## src/tcw_defines.svh

```systemverilog
`ifndef TCW_DEFINES_SVH
`define TCW_DEFINES_SVH

// ****************************************************************
// Register offsets
// ****************************************************************
`define TCW_CH_STRIDE 8'h40
`define TCW_NUM_CH 3
`define TCW_OFF_CCR 6'h00
`define TCW_OFF_CMR 6'h04
`define TCW_OFF_CV 6'h10
`define TCW_OFF_RA 6'h14
`define TCW_OFF_RB 6'h18
`define TCW_OFF_RC 6'h1C
`define TCW_OFF_SR 6'h20
`define TCW_OFF_IER 6'h24
`define TCW_OFF_IDR 6'h28
`define TCW_OFF_IMR 6'h2C
`define TCW_OFF_BCR 8'hC0
`define TCW_OFF_BMR 8'hC4
`define TCW_BLK_SEL 2'h3

// ****************************************************************
// Field positions
// ****************************************************************
`define TCW_CCR_CLKEN 0
`define TCW_CCR_CLKDIS 1
`define TCW_CCR_SOFT_TRIGGER_CMD 2
`define TCW_BCR_SYNC 0
`define TCW_CMR_TCCLKS 2:0
`define TCW_CMR_INTSEL 1:0
`define TCW_CMR_CLKI 3
`define TCW_CMR_BURST 5:4
`define TCW_CMR_MATCH_C_HALT 6
`define TCW_CMR_MATCH_C_GATE_OFF 7
`define TCW_CMR_EXT_EVENT_EDGE 9:8
`define TCW_CMR_EEV_RISE 8
`define TCW_CMR_EEV_FALL 9
`define TCW_CMR_EXT_EVENT_SOURCE 11:10
`define TCW_CMR_EXT_EVENT_TRIGGER_ENABLE 12
`define TCW_CMR_COUNT_SHAPE_SELECT 14:13
`define TCW_CMR_WAVE 15
`define TCW_CMR_ACPA 17:16
`define TCW_CMR_ACPC 19:18
`define TCW_CMR_AEEVT 21:20
`define TCW_CMR_ASWTRG 23:22
`define TCW_CMR_BCPB 25:24
`define TCW_CMR_BCPC 27:26
`define TCW_CMR_BEEVT 29:28
`define TCW_CMR_BSWTRG 31:30
`define TCW_BMR_XC0S 1:0
`define TCW_BMR_XC1S 3:2
`define TCW_BMR_XC2S 5:4
`define TCW_BMR_W 6
`define TCW_SR_COVFS 0
`define TCW_SR_CPAS 2
`define TCW_SR_CPBS 3
`define TCW_SR_CPCS 4
`define TCW_SR_ETRGS 7
`define TCW_SR_CLKSTA 16
`define TCW_SR_W 8

// ****************************************************************
// Codes, reset values and prescaler masks
// ****************************************************************
`define TCW_EXT_EVENT_SOURCE_IOB 2'h0
`define TCW_EDGE_RISE 1
`define TCW_EDGE_FALL 2
`define TCW_CLKS_INT5 3'h4
`define TCW_CLKS_XC0 3'h5
`define TCW_CLKS_XC1 3'h6
`define TCW_CLKS_XC2 3'h7
`define TCW_BURST_XC0 2'h1
`define TCW_BURST_XC1 2'h2
`define TCW_BURST_XC2 2'h3
`define TCW_ROUTE_PIN 2'h0
`define TCW_ROUTE_NONE 2'h1
`define TCW_ROUTE_IOA_LO 2'h2
`define TCW_ZERO32 32'h00000000
`define TCW_PRESC_W 9
`define TCW_DIV1_MASK 9'h001
`define TCW_DIV2_MASK 9'h007
`define TCW_DIV3_MASK 9'h01F
`define TCW_DIV4_MASK 9'h07F
`define TCW_DIV5_MASK 9'h1FF

`endif

```

## src/tcw_pkg.sv

```systemverilog
package tcw_pkg;
  // Count shapes, encoded as the hardware field values
  typedef enum logic [1:0] {
    TCW_UP_MAX = 2'h0,
    TCW_UPDN_MAX = 2'h1,
    TCW_UP_RC = 2'h2,
    TCW_UPDN_RC = 2'h3
  } tcw_shape_e;
  // Output controller actions
  typedef enum logic [1:0] {
    TCW_ACT_NONE = 2'h0,
    TCW_ACT_SET = 2'h1,
    TCW_ACT_CLEAR = 2'h2,
    TCW_ACT_TOGGLE = 2'h3
  } tcw_act_e;
endpackage

```

## src/tcw_timer.sv

```systemverilog
// Our own choice: the APB interface to the registers.
`timescale 1ns/1ps
`include "tcw_defines.svh"

module tcw_channel #(
  parameter int CNT_W = 16
) (
  input wire logic refClk,
  input wire logic reset,
  input wire logic wrEn,
  input wire logic srRead,
  input wire logic [5:0] regOff,
  input wire logic [31:0] wdata,
  input wire logic syncTrig,
  input wire logic [4:0] intTick,
  input wire logic [2:0] xcLevel,
  input wire logic ioBIn,
  output logic [31:0] rdata,
  output logic regHit,
  output logic ioAOut_q,
  output logic ioAOe_q,
  output logic ioBOut_q,
  output logic ioBOe_q
);
  // ****************************************************************
  // Registers and decode
  // ****************************************************************
  logic [31:0] cmr_q;
  logic [CNT_W-1:0] cv_q, ra_q, rb_q, rc_q, cvTop;
  logic [`TCW_SR_W-1:0] sr_q, imr_q, srSet;
  logic clkEn_q, clkRun_q, down_q, pend_q, cvUpd_q, xcPrev_q, evPrev_q;
  logic wave, bIsEvent, wrCcr, swTrig, swEvent, extEvent, extTrig, anyTrig;
  logic tick, srcLvl, burstOk, evSrc, step, matchA, matchB, matchC, ovf;
  logic [1:0] actA, actB;
  tcw_pkg::tcw_shape_e shape;
  logic enNow;

  assign wave = cmr_q[`TCW_CMR_WAVE];
  assign shape = tcw_pkg::tcw_shape_e'(cmr_q[`TCW_CMR_COUNT_SHAPE_SELECT]);
  assign bIsEvent = wave && (cmr_q[`TCW_CMR_EXT_EVENT_SOURCE] == `TCW_EXT_EVENT_SOURCE_IOB);
  assign wrCcr = wrEn && (regOff == `TCW_OFF_CCR);
  assign swTrig = wrCcr && wdata[`TCW_CCR_SOFT_TRIGGER_CMD];
  assign swEvent = swTrig || syncTrig;
  // A trigger written together with the enable command starts the clock at once
  assign enNow = clkEn_q || (wrCcr && wdata[`TCW_CCR_CLKEN] && !wdata[`TCW_CCR_CLKDIS]);

  // Counter clock source: prescaled internal tick or an external clock edge
  always_comb begin
    case (cmr_q[`TCW_CMR_TCCLKS])
      `TCW_CLKS_XC0: srcLvl = xcLevel[0];
      `TCW_CLKS_XC1: srcLvl = xcLevel[1];
      `TCW_CLKS_XC2: srcLvl = xcLevel[2];
      default: srcLvl = 1'b0;
    endcase
    case (cmr_q[`TCW_CMR_BURST])
      `TCW_BURST_XC0: burstOk = xcLevel[0];
      `TCW_BURST_XC1: burstOk = xcLevel[1];
      `TCW_BURST_XC2: burstOk = xcLevel[2];
      default: burstOk = 1'b1;
    endcase
    if (cmr_q[`TCW_CMR_TCCLKS] == `TCW_CLKS_INT5) begin
      tick = intTick[4];
    end else if (cmr_q[`TCW_CMR_TCCLKS] >= `TCW_CLKS_XC0) begin
      // Edge of the synchronised level; invert picks the falling edge
      tick = cmr_q[`TCW_CMR_CLKI] ? (xcPrev_q && !srcLvl) : (!xcPrev_q && srcLvl);
    end else begin
      tick = intTick[cmr_q[`TCW_CMR_INTSEL]];
    end
    tick = tick && burstOk;
  end

  // External event selection and edge detection
  always_comb begin
    case (cmr_q[`TCW_CMR_EXT_EVENT_SOURCE])
      2'h1: evSrc = xcLevel[0];
      2'h2: evSrc = xcLevel[1];
      2'h3: evSrc = xcLevel[2];
      default: evSrc = ioBIn;
    endcase
    extEvent = wave
      && ((cmr_q[`TCW_CMR_EEV_RISE] && !evPrev_q && evSrc)
      || (cmr_q[`TCW_CMR_EEV_FALL] && evPrev_q && !evSrc));
  end
  assign extTrig = extEvent && cmr_q[`TCW_CMR_EXT_EVENT_TRIGGER_ENABLE];
  assign anyTrig = swEvent || extTrig;

  // Compare events are judged on the value just counted into
  assign matchA = wave && cvUpd_q && (cv_q == ra_q);
  assign matchB = wave && cvUpd_q && (cv_q == rb_q) && !bIsEvent;
  assign matchC = wave && cvUpd_q && (cv_q == rc_q);
  assign step = tick && clkEn_q && clkRun_q;
  assign cvTop = (shape == tcw_pkg::TCW_UPDN_RC) ? rc_q : {CNT_W{1'b1}};
  assign ovf = step && !pend_q && (cv_q == {CNT_W{1'b1}}) && (shape == tcw_pkg::TCW_UP_MAX);

  // ****************************************************************
  // Register writes
  // ****************************************************************
  always_ff @(posedge refClk) begin
    if (reset) begin
      cmr_q <= `TCW_ZERO32;
      ra_q <= '0;
      rb_q <= '0;
      rc_q <= '0;
      imr_q <= '0;
    end else if (wrEn) begin
      if (regOff == `TCW_OFF_CMR) begin
        cmr_q <= wdata;
      end else if (regOff == `TCW_OFF_RA && wave) begin
        ra_q <= wdata[CNT_W-1:0];
      end else if (regOff == `TCW_OFF_RB && wave) begin
        rb_q <= wdata[CNT_W-1:0];
      end else if (regOff == `TCW_OFF_RC) begin
        rc_q <= wdata[CNT_W-1:0];
      end else if (regOff == `TCW_OFF_IER) begin
        imr_q <= imr_q | wdata[`TCW_SR_W-1:0];
      end else if (regOff == `TCW_OFF_IDR) begin
        imr_q <= imr_q & ~wdata[`TCW_SR_W-1:0];
      end
    end
  end

  // Clock enable and run; a disabled clock ignores start and stop
  always_ff @(posedge refClk) begin
    if (reset) begin
      clkEn_q <= 1'b0;
      clkRun_q <= 1'b0;
    end else begin
      if (wrCcr && wdata[`TCW_CCR_CLKDIS]) begin
        clkEn_q <= 1'b0;
      end else if (matchC && cmr_q[`TCW_CMR_MATCH_C_GATE_OFF]) begin
        clkEn_q <= 1'b0;
      end else if (wrCcr && wdata[`TCW_CCR_CLKEN]) begin
        clkEn_q <= 1'b1;
      end
      if (enNow && anyTrig) begin
        clkRun_q <= 1'b1; // start wins over a coinciding stop
      end else if (clkEn_q && matchC && cmr_q[`TCW_CMR_MATCH_C_HALT]) begin
        clkRun_q <= 1'b0;
      end
    end
  end

  // ****************************************************************
  // Counter; a trigger is applied at the next counting edge
  // ****************************************************************
  always_ff @(posedge refClk) begin
    if (reset) begin
      cv_q <= '0;
      down_q <= 1'b0;
      pend_q <= 1'b0;
      cvUpd_q <= 1'b0;
      xcPrev_q <= 1'b0;
      evPrev_q <= 1'b0;
    end else begin
      xcPrev_q <= srcLvl;
      evPrev_q <= evSrc;
      cvUpd_q <= step;
      if (anyTrig) begin
        pend_q <= 1'b1; // A new trigger beats the consumption of the old one
      end else if (step) begin
        pend_q <= 1'b0;
      end
      if (step) begin
        if (pend_q && (shape == tcw_pkg::TCW_UP_MAX || shape == tcw_pkg::TCW_UP_RC)) begin
          cv_q <= '0;
          down_q <= 1'b0;
        end else if (pend_q) begin
          down_q <= !down_q;
        end else begin
          case (shape)
            tcw_pkg::TCW_UP_MAX: begin
              cv_q <= cv_q + 1'b1; // compare C never resets
            end
            tcw_pkg::TCW_UP_RC: begin
              cv_q <= (cv_q == rc_q) ? '0 : cv_q + 1'b1;
            end
            default: begin
              if (cvTop == '0) begin
                cv_q <= '0; // Degenerate limit holds at zero
              end else if (!down_q && cv_q >= cvTop) begin
                down_q <= 1'b1;
                cv_q <= cv_q - 1'b1;
              end else if (down_q && cv_q == '0) begin
                down_q <= 1'b0;
                cv_q <= cv_q + 1'b1;
              end else begin
                cv_q <= down_q ? cv_q - 1'b1 : cv_q + 1'b1;
              end
            end
          endcase
        end
      end
    end
  end

  // ****************************************************************
  // Status flags: set by events, cleared by a read, set wins
  // ****************************************************************
  always_comb begin
    srSet = '0;
    srSet[`TCW_SR_COVFS] = ovf;
    srSet[`TCW_SR_CPAS] = matchA;
    srSet[`TCW_SR_CPBS] = matchB;
    srSet[`TCW_SR_CPCS] = matchC;
    srSet[`TCW_SR_ETRGS] = extEvent;
  end

  always_ff @(posedge refClk) begin
    if (reset) begin
      sr_q <= '0;
    end else begin
      sr_q <= (srRead ? '0 : sr_q) | srSet;
    end
  end

  // ****************************************************************
  // Output controller
  // ****************************************************************
  // Later checks override earlier: software > external > compare C > own compare
  always_comb begin
    actA = tcw_pkg::TCW_ACT_NONE;
    actB = tcw_pkg::TCW_ACT_NONE;
    if (matchA) actA = cmr_q[`TCW_CMR_ACPA];
    if (matchC && cmr_q[`TCW_CMR_ACPC] != 2'h0) actA = cmr_q[`TCW_CMR_ACPC];
    if (extEvent && cmr_q[`TCW_CMR_AEEVT] != 2'h0) actA = cmr_q[`TCW_CMR_AEEVT];
    if (swEvent && cmr_q[`TCW_CMR_ASWTRG] != 2'h0) actA = cmr_q[`TCW_CMR_ASWTRG];
    if (matchB) actB = cmr_q[`TCW_CMR_BCPB];
    if (matchC && cmr_q[`TCW_CMR_BCPC] != 2'h0) actB = cmr_q[`TCW_CMR_BCPC];
    if (extEvent && cmr_q[`TCW_CMR_BEEVT] != 2'h0) actB = cmr_q[`TCW_CMR_BEEVT];
    if (swEvent && cmr_q[`TCW_CMR_BSWTRG] != 2'h0) actB = cmr_q[`TCW_CMR_BSWTRG];
    if (!wave || bIsEvent) actB = tcw_pkg::TCW_ACT_NONE;
    if (!wave) actA = tcw_pkg::TCW_ACT_NONE;
  end

  function automatic logic applyAct(input logic cur, input logic [1:0] act);
    case (tcw_pkg::tcw_act_e'(act))
      tcw_pkg::TCW_ACT_SET: applyAct = 1'b1;
      tcw_pkg::TCW_ACT_CLEAR: applyAct = 1'b0;
      tcw_pkg::TCW_ACT_TOGGLE: applyAct = !cur;
      default: applyAct = cur;
    endcase
  endfunction

  always_ff @(posedge refClk) begin
    if (reset) begin
      ioAOut_q <= 1'b0;
      ioBOut_q <= 1'b0;
      ioAOe_q <= 1'b0;
      ioBOe_q <= 1'b0;
    end else begin
      ioAOut_q <= applyAct(ioAOut_q, actA);
      ioBOut_q <= applyAct(ioBOut_q, actB);
      ioAOe_q <= wave;
      ioBOe_q <= wave && !bIsEvent;
    end
  end

  // ****************************************************************
  // Read mux
  // ****************************************************************
  always_comb begin
    rdata = `TCW_ZERO32;
    regHit = 1'b1;
    if (regOff == `TCW_OFF_CCR || regOff == `TCW_OFF_IER || regOff == `TCW_OFF_IDR) begin
      rdata = `TCW_ZERO32; // Write-only registers read as zero
    end else if (regOff == `TCW_OFF_CMR) begin
      rdata = cmr_q;
    end else if (regOff == `TCW_OFF_CV) begin
      rdata = 32'(cv_q);
    end else if (regOff == `TCW_OFF_RA) begin
      rdata = 32'(ra_q);
    end else if (regOff == `TCW_OFF_RB) begin
      rdata = 32'(rb_q);
    end else if (regOff == `TCW_OFF_RC) begin
      rdata = 32'(rc_q);
    end else if (regOff == `TCW_OFF_SR) begin
      rdata = 32'(sr_q);
      rdata[`TCW_SR_CLKSTA] = clkEn_q;
    end else if (regOff == `TCW_OFF_IMR) begin
      rdata = 32'(imr_q);
    end else begin
      regHit = 1'b0;
    end
  end
endmodule // tcw_channel

module tcw_timer #(
  parameter int CNT_W = 16
) (
  input wire logic ref_clk,
  input wire logic reset,
  input wire logic psel,
  input wire logic penable,
  input wire logic pwrite,
  input wire logic [7:0] paddr,
  input wire logic [31:0] pwdata,
  output logic [31:0] prdata,
  output logic pready,
  output logic pslverr,
  input wire logic [2:0] clockPinIn,
  input wire logic [2:0] ioLineAIn,
  output logic [2:0] ioLineAOut,
  output logic [2:0] ioLineAOe,
  input wire logic [2:0] ioLineBIn,
  output logic [2:0] ioLineBOut,
  output logic [2:0] ioLineBOe
);
  // ****************************************************************
  // Bus slave: one wait state, data and answer registered
  // ****************************************************************
  logic pready_q, pslverr_q;
  logic [31:0] prdata_q, rdMux;
  logic [`TCW_BMR_W-1:0] bmr_q;
  logic [`TCW_PRESC_W-1:0] presc_q;
  logic [4:0] intTick_q;
  logic [8:0] pinS1_q, pinS2_q, pinS3_q, pinF_q;
  logic [2:0] xcLevel, chainA, chWr, chRd, regHit;
  logic [31:0] chData [3];
  logic acc, blk, syncTrig, hit, capt;
  logic [1:0] chIdx;

  assign acc = psel && penable && pready_q; // Effect edge of the transfer
  assign capt = psel && penable && !pready_q; // Edge at which read data is captured
  assign chIdx = paddr[7:6];
  assign blk = (chIdx == `TCW_BLK_SEL);
  assign syncTrig = acc && pwrite && (paddr == `TCW_OFF_BCR) && pwdata[`TCW_BCR_SYNC];

  // Per-channel strobes and the read mux
  always_comb begin
    chWr = '0;
    chRd = '0;
    rdMux = `TCW_ZERO32;
    hit = 1'b0;
    if (!blk) begin
      chWr[chIdx] = acc && pwrite;
      chRd[chIdx] = capt && !pwrite && (paddr[5:0] == `TCW_OFF_SR); // Later sets survive
      rdMux = chData[chIdx];
      hit = regHit[chIdx];
    end else if (paddr == `TCW_OFF_BCR) begin
      hit = 1'b1;
    end else if (paddr == `TCW_OFF_BMR) begin
      rdMux = 32'(bmr_q);
      hit = 1'b1;
    end
  end

  always_ff @(posedge ref_clk) begin
    if (reset) begin
      pready_q <= 1'b0;
      pslverr_q <= 1'b0;
      prdata_q <= `TCW_ZERO32;
    end else begin
      pready_q <= psel && penable && !pready_q;
      pslverr_q <= psel && penable && !pready_q && !hit;
      prdata_q <= (psel && penable && !pready_q && !pwrite) ? rdMux : `TCW_ZERO32;
    end
  end

  // Block mode register
  always_ff @(posedge ref_clk) begin
    if (reset) begin
      bmr_q <= '0;
    end else if (acc && pwrite && paddr == `TCW_OFF_BMR) begin
      bmr_q <= pwdata[`TCW_BMR_W-1:0];
    end
  end

  // ****************************************************************
  // Pin synchronisers and internal prescaler
  // ****************************************************************
  // A change counts only when stages two and three agree, rejecting glitches
  always_ff @(posedge ref_clk) begin
    if (reset) begin
      pinS1_q <= '0;
      pinS2_q <= '0;
      pinS3_q <= '0;
      pinF_q <= '0;
    end else begin
      pinS1_q <= {ioLineBIn, ioLineAIn, clockPinIn};
      pinS2_q <= pinS1_q;
      pinS3_q <= pinS2_q;
      pinF_q <= (pinS2_q & pinS3_q) | (pinF_q & (pinS2_q ^ pinS3_q));
    end
  end

  always_ff @(posedge ref_clk) begin
    if (reset) begin
      presc_q <= '0;
      intTick_q <= '0;
    end else begin
      presc_q <= presc_q + 1'b1;
      intTick_q[0] <= (presc_q & `TCW_DIV1_MASK) == `TCW_DIV1_MASK;
      intTick_q[1] <= (presc_q & `TCW_DIV2_MASK) == `TCW_DIV2_MASK;
      intTick_q[2] <= (presc_q & `TCW_DIV3_MASK) == `TCW_DIV3_MASK;
      intTick_q[3] <= (presc_q & `TCW_DIV4_MASK) == `TCW_DIV4_MASK;
      intTick_q[4] <= (presc_q & `TCW_DIV5_MASK) == `TCW_DIV5_MASK;
    end
  end

  // ****************************************************************
  // External clock routing; chaining uses the driven line A level, or the line A pin level while line A is not driven
  // ****************************************************************
  assign chainA = (ioLineAOe & ioLineAOut) | (~ioLineAOe & pinF_q[5:3]);

  function automatic logic route(input logic [1:0] sel, input logic pin,
                                 input logic lo, input logic hi);
    if (sel == `TCW_ROUTE_PIN) route = pin;
    else if (sel == `TCW_ROUTE_NONE) route = 1'b0;
    else if (sel == `TCW_ROUTE_IOA_LO) route = lo;
    else route = hi;
  endfunction

  assign xcLevel[0] = route(bmr_q[`TCW_BMR_XC0S], pinF_q[0], chainA[1], chainA[2]);
  assign xcLevel[1] = route(bmr_q[`TCW_BMR_XC1S], pinF_q[1], chainA[0], chainA[2]);
  assign xcLevel[2] = route(bmr_q[`TCW_BMR_XC2S], pinF_q[2], chainA[0], chainA[1]);

  genvar gi;
  generate
    for (gi = 0; gi < `TCW_NUM_CH; gi++) begin : gCh
      tcw_channel #(.CNT_W(CNT_W)) uCh (
        .refClk(ref_clk),
        .reset(reset),
        .wrEn(chWr[gi]),
        .srRead(chRd[gi]),
        .regOff(paddr[5:0]),
        .wdata(pwdata),
        .syncTrig(syncTrig),
        .intTick(intTick_q),
        .xcLevel(xcLevel),
        .ioBIn(pinF_q[6 + gi]),
        .rdata(chData[gi]),
        .regHit(regHit[gi]),
        .ioAOut_q(ioLineAOut[gi]),
        .ioAOe_q(ioLineAOe[gi]),
        .ioBOut_q(ioLineBOut[gi]),
        .ioBOe_q(ioLineBOe[gi])
      );
    end
  endgenerate

  assign prdata = prdata_q;
  assign pready = pready_q;
  assign pslverr = pslverr_q;
endmodule // tcw_timer

```

## config.mk

```make
export PLATFORM = sky130hd
export DESIGN_NAME = tcw_timer
export DESIGN_NICKNAME = d
export VERILOG_FILES = /design/src/tcw_pkg.sv /design/src/tcw_timer.sv
export VERILOG_INCLUDE_DIRS = /design/src /design/src/src
export SDC_FILE = /design/constraint.sdc
export NUM_CORES = 2
export LEC_CHECK = 0
export ABC_AREA = 1
export BUFFER_PORTS_ARGS = -buffer_cell sky130_fd_sc_hd__buf_2
export CORE_MARGIN = 2
export CORE_UTILIZATION = 60
export DETAILED_ROUTE_END_ITERATION = 8
export PLACE_DENSITY_LB_ADDON = 0.3
export SYNTH_ARGS = -nofsm -noshare
export SYNTH_HDL_FRONTEND = slang
export SYNTH_SLANG_ARGS = --single-unit
```

## constraint.sdc

```tcl
create_clock -name ref_clk -period 3.15 [get_ports ref_clk]
set_clock_uncertainty 0.1 [all_clocks]
set_input_delay 0.315 -clock ref_clk [delete_from_list [all_inputs] [get_ports ref_clk]]
set_output_delay 0.315 -clock ref_clk [all_outputs]
set_load 0.03 [all_outputs]
```

==> results.cfg <==
[status]
status = complete, no violations

[place]
port_buffers = 99
hpwl_mm = 71.9
routabilityCongestion = 1.06
placed_area_um2 = 27400
post-place-ws_ns = 0.190

[setup_path]
critical_path_arrival_ns = 3.33
crit_fanout = 15
r2r-start = gCh[2].uCh.cmr_q[14]$_SDFFE_PP0P_
start_kind = flop
timing.rr.end = gCh[2].uCh.cv_q[2]$_SDFFE_PP0P_
reg2reg_slack_ns = 0.26
required_ns = 3.58
worst-r2r-cell-count = 16
crit_type = flop to flop
worstSetupEndpointType = flop

[drt]
wl_met3_mm = 14.4
detail_route.wl_per_cell_um = 21.7
ant_nets = 0
route.detailed.drc = 0
viasPerCell = 6.14
drt-initial-drc-count = 4229
route.met2.wl_mm = 40.9
routed_wl_mm = 102
routed.top_layer = met5
num_vias = 28791
firstDrtPassIters = 9
wl_met1_mm = 37.9

[clock_tree]
htree_num_levels = 2
clk_path_buf_depth = 3
clkTransAtPathRegs_ns = 0.07
cts_setup_buffers = 0
cts_buffers = 49
cts.sinks = 450
cts_tree = yes
root_buffer = clkbuf_16
clock_latency_ns = 0.61

[synth]
synthesis.nets = 4103
synth-edff-count = 0
async_flop_share_pct = 0
yosysSeqAreaShare_pct = 34.4
yosys_warnings = 0
netlist_area_um2 = 26200
ys_types = 55
synthCells = 3982
synth.avg_cell_area_um2 = 6.57
synth_seq_cells = 450
synthFlopType = dfxtp_1

[sta]
post-route-period-util_pct = 91.8
slew_headroom_pct = 36.4
hold_violations = 0
max_freq_mhz = 346
tightest_slew_ns = 0.954
tns_ns = 0
setup_viol = 0
postLayoutSetupSlackWorst_ns = 0.258
min_period_ns = 2.89
slew_violations = 0
rsz0062_at_grt = no

[finish]
final_cell_mix = nand2_1, a21oi_1, dfxtp_1, inv_1, nor2_1
design_area_um2 = 29300
fillers = 3844
final_util_pct = 68.1
area_growth_pct = 12.1
drive_above_1_share_pct = 9.49
nets = 4181
final_common_cell = nand2_1

[floorplan]
initial_utilization_pct = 60.7
die_y_um = 213
core_um2 = 43100
die_w_um = 213
ios = 100
row_count = 76
fp.dieArea_um2 = 45300

[pwr]
ir_worst_vdd_mv = 0.500
power_density_nw_per_um2 = 418
leakage_uw = 0.0129

[min_path]
hold_path_class = input port to flop
hold_path_end = gCh[1].uCh.cv_q[14]$_SDFFE_PP0P_
hp-start = reset
whs_path_depth = 2

[grt]
antenna_found_initial = 4
grt_max_degree = 133
grt_pass1_wl_mm = 152
grtUsageTotal_pct = 44.1
overflow = 0
grt_pass1_vias = 25887

[run]
max-cap-violations = 0
==> synth_stat cells (25+ instances only) <==
master / instances / share of area (%)
o211ai_1: 28 / 0.80
inv_1: 433 / 6.2
nand3_1: 196 / 3.7
a211oi_1: 25 / 0.72
xor2_1: 103 / 3.4
nor2_1: 426 / 6.1
clkbuf_1: 129 / 1.9
nor3_1: 39 / 0.75
nand4_1: 64 / 1.5
buf_2: 56 / 1.1
a21oi_1: 458 / 8.8
o22ai_1: 41 / 0.98
nand2_1: 816 / 12
xnor2_1: 26 / 0.87
o21ai_0: 398 / 7.6
ha_1: 67 / 3.2
dfxtp_1: 450 / 34
==> worst max-delay path: stages, from the launching register on <==
cell     delay [ns]
dfxtp_1        0.33
nand2_1        0.29
nor2_1         0.20
ha_1           0.26
nand2_1        0.07
inv_1          0.03
o21ai_0        0.13
nand2_1        0.07
a21oi_1        0.12
nand3_1        0.22
nand2_1        0.22
nand3_1        0.12
nand2_2        0.28
nand2_1        0.11
nand2_1        0.09
nand2_1        0.06
a21oi_1        0.12
==> metal layers <==
| layer | vias to the layer above | track usage [%] |
|---|---|---|
| li1 | 13255 | - |
| met1 | 12930 | 57.0 |
| met2 | 2069 | 63.5 |
| met3 | 533 | 12.8 |
| met4 | 4 | 30.0 |
| met5 | - | 0 |
==> area by class of cell <==
type / instances / area [µm²] / share of cell area, %
inverter: 467 / 1760 / 5.99
tap: 585 / 732 / 2.49
clock buffer: 66 / 1390 / 4.74
timing repair buffer: 247 / 1750 / 5.97
antenna: 4 / 10.0 / 0.0341
sequential: 450 / 9010 / 30.7
multi-input combinational: 2845 / 14400 / 49.1
clock inverter: 24 / 282 / 0.959
==> cells by family (layout without fill, tap and decap cells) <==
group / count (synthesis) / in the layout / synth area share, %
buffers and inverters: 687 / 804 / 10.6
adder cells (fa/ha/maj): 67 / 67 / 3.20
other: 0 / 4 / 0
XOR/XNOR: 129 / 129 / 4.32
flip-flops: 450 / 450 / 34.4
AO/OA/AOI/OAI: 1026 / 1026 / 21.2
AND/OR/NAND/NOR: 1623 / 1623 / 26.3
==> metrics by stage <==
| stage | hold WS, ns | instances | power (µW) |
|---|---|---|---|
| 6_report | 0.0271 | 4688 | 12300 |
| 3_5_place_dp | 0.296 | 4569 | 6340 |
| 3_3_place_gp | 0.289 | 4569 | 6340 |
| 5_1_grt | 0.0425 | 4684 | 12500 |
| 2_1_floorplan | 0.288 | 3982 | 6100 |
| 4_1_cts | 0.0221 | 4684 | 12200 |
==> flip-flops by register name (all words and copies together) (netlist names), 5 cells and up, named ones only <==
register / cells
gCh.uCh.cv_q: 48
pinS3_q: 9
gCh.uCh.rc_q: 48
pinF_q: 9
bmr_q: 6
gCh.uCh.rb_q: 48
prdata: 32
gCh.uCh.cmr_q: 96
gCh.uCh.sr_q: 15
presc_q: 9
intTick_q: 5
pinS1_q: 9
gCh.uCh.ra_q: 48
pinS2_q: 9
==> timing repair <==
action	in CTS	in global routing
gates resized for setup	0	4
endpoints found under the hold margin	57	0
hold buffers	25	0
setup endpoints to repair	0	28
==> report_power, final <==
part           leakage (µW)  switching [µW]  internal [µW]  total, µW
clock              0.000803            2550           3450       6000
combinational       0.00851             421            137        558
sequential          0.00363            10.1           5710       5720
total                0.0129            2980           9290      12300
==> worst max path at each step <==
stage	from	end	slack, ns
6_report	gCh[2].uCh.cmr_q[14]$_SDFFE_PP0P_	gCh[2].uCh.cv_q[2]$_SDFFE_PP0P_	0.26
5_1_grt	gCh[0].uCh.cmr_q[13]$_SDFFE_PP0P_	gCh[0].uCh.cv_q[2]$_SDFFE_PP0P_	0.007
4_1_cts	gCh[1].uCh.cmr_q[14]$_SDFFE_PP0P_	gCh[1].uCh.cv_q[8]$_SDFFE_PP0P_	0.16
3_5_place_dp	gCh[1].uCh.cmr_q[14]$_SDFFE_PP0P_	gCh[1].uCh.cv_q[8]$_SDFFE_PP0P_	0.19
3_3_place_gp	gCh[1].uCh.cmr_q[14]$_SDFFE_PP0P_	gCh[1].uCh.cv_q[3]$_SDFFE_PP0P_	0.32
2_1_floorplan	gCh[2].uCh.cmr_q[13]$_SDFFE_PP0P_	gCh[2].uCh.cv_q[7]$_SDFFE_PP0P_	0.49
Note: power is estimated with default switching activity, not from simulation.
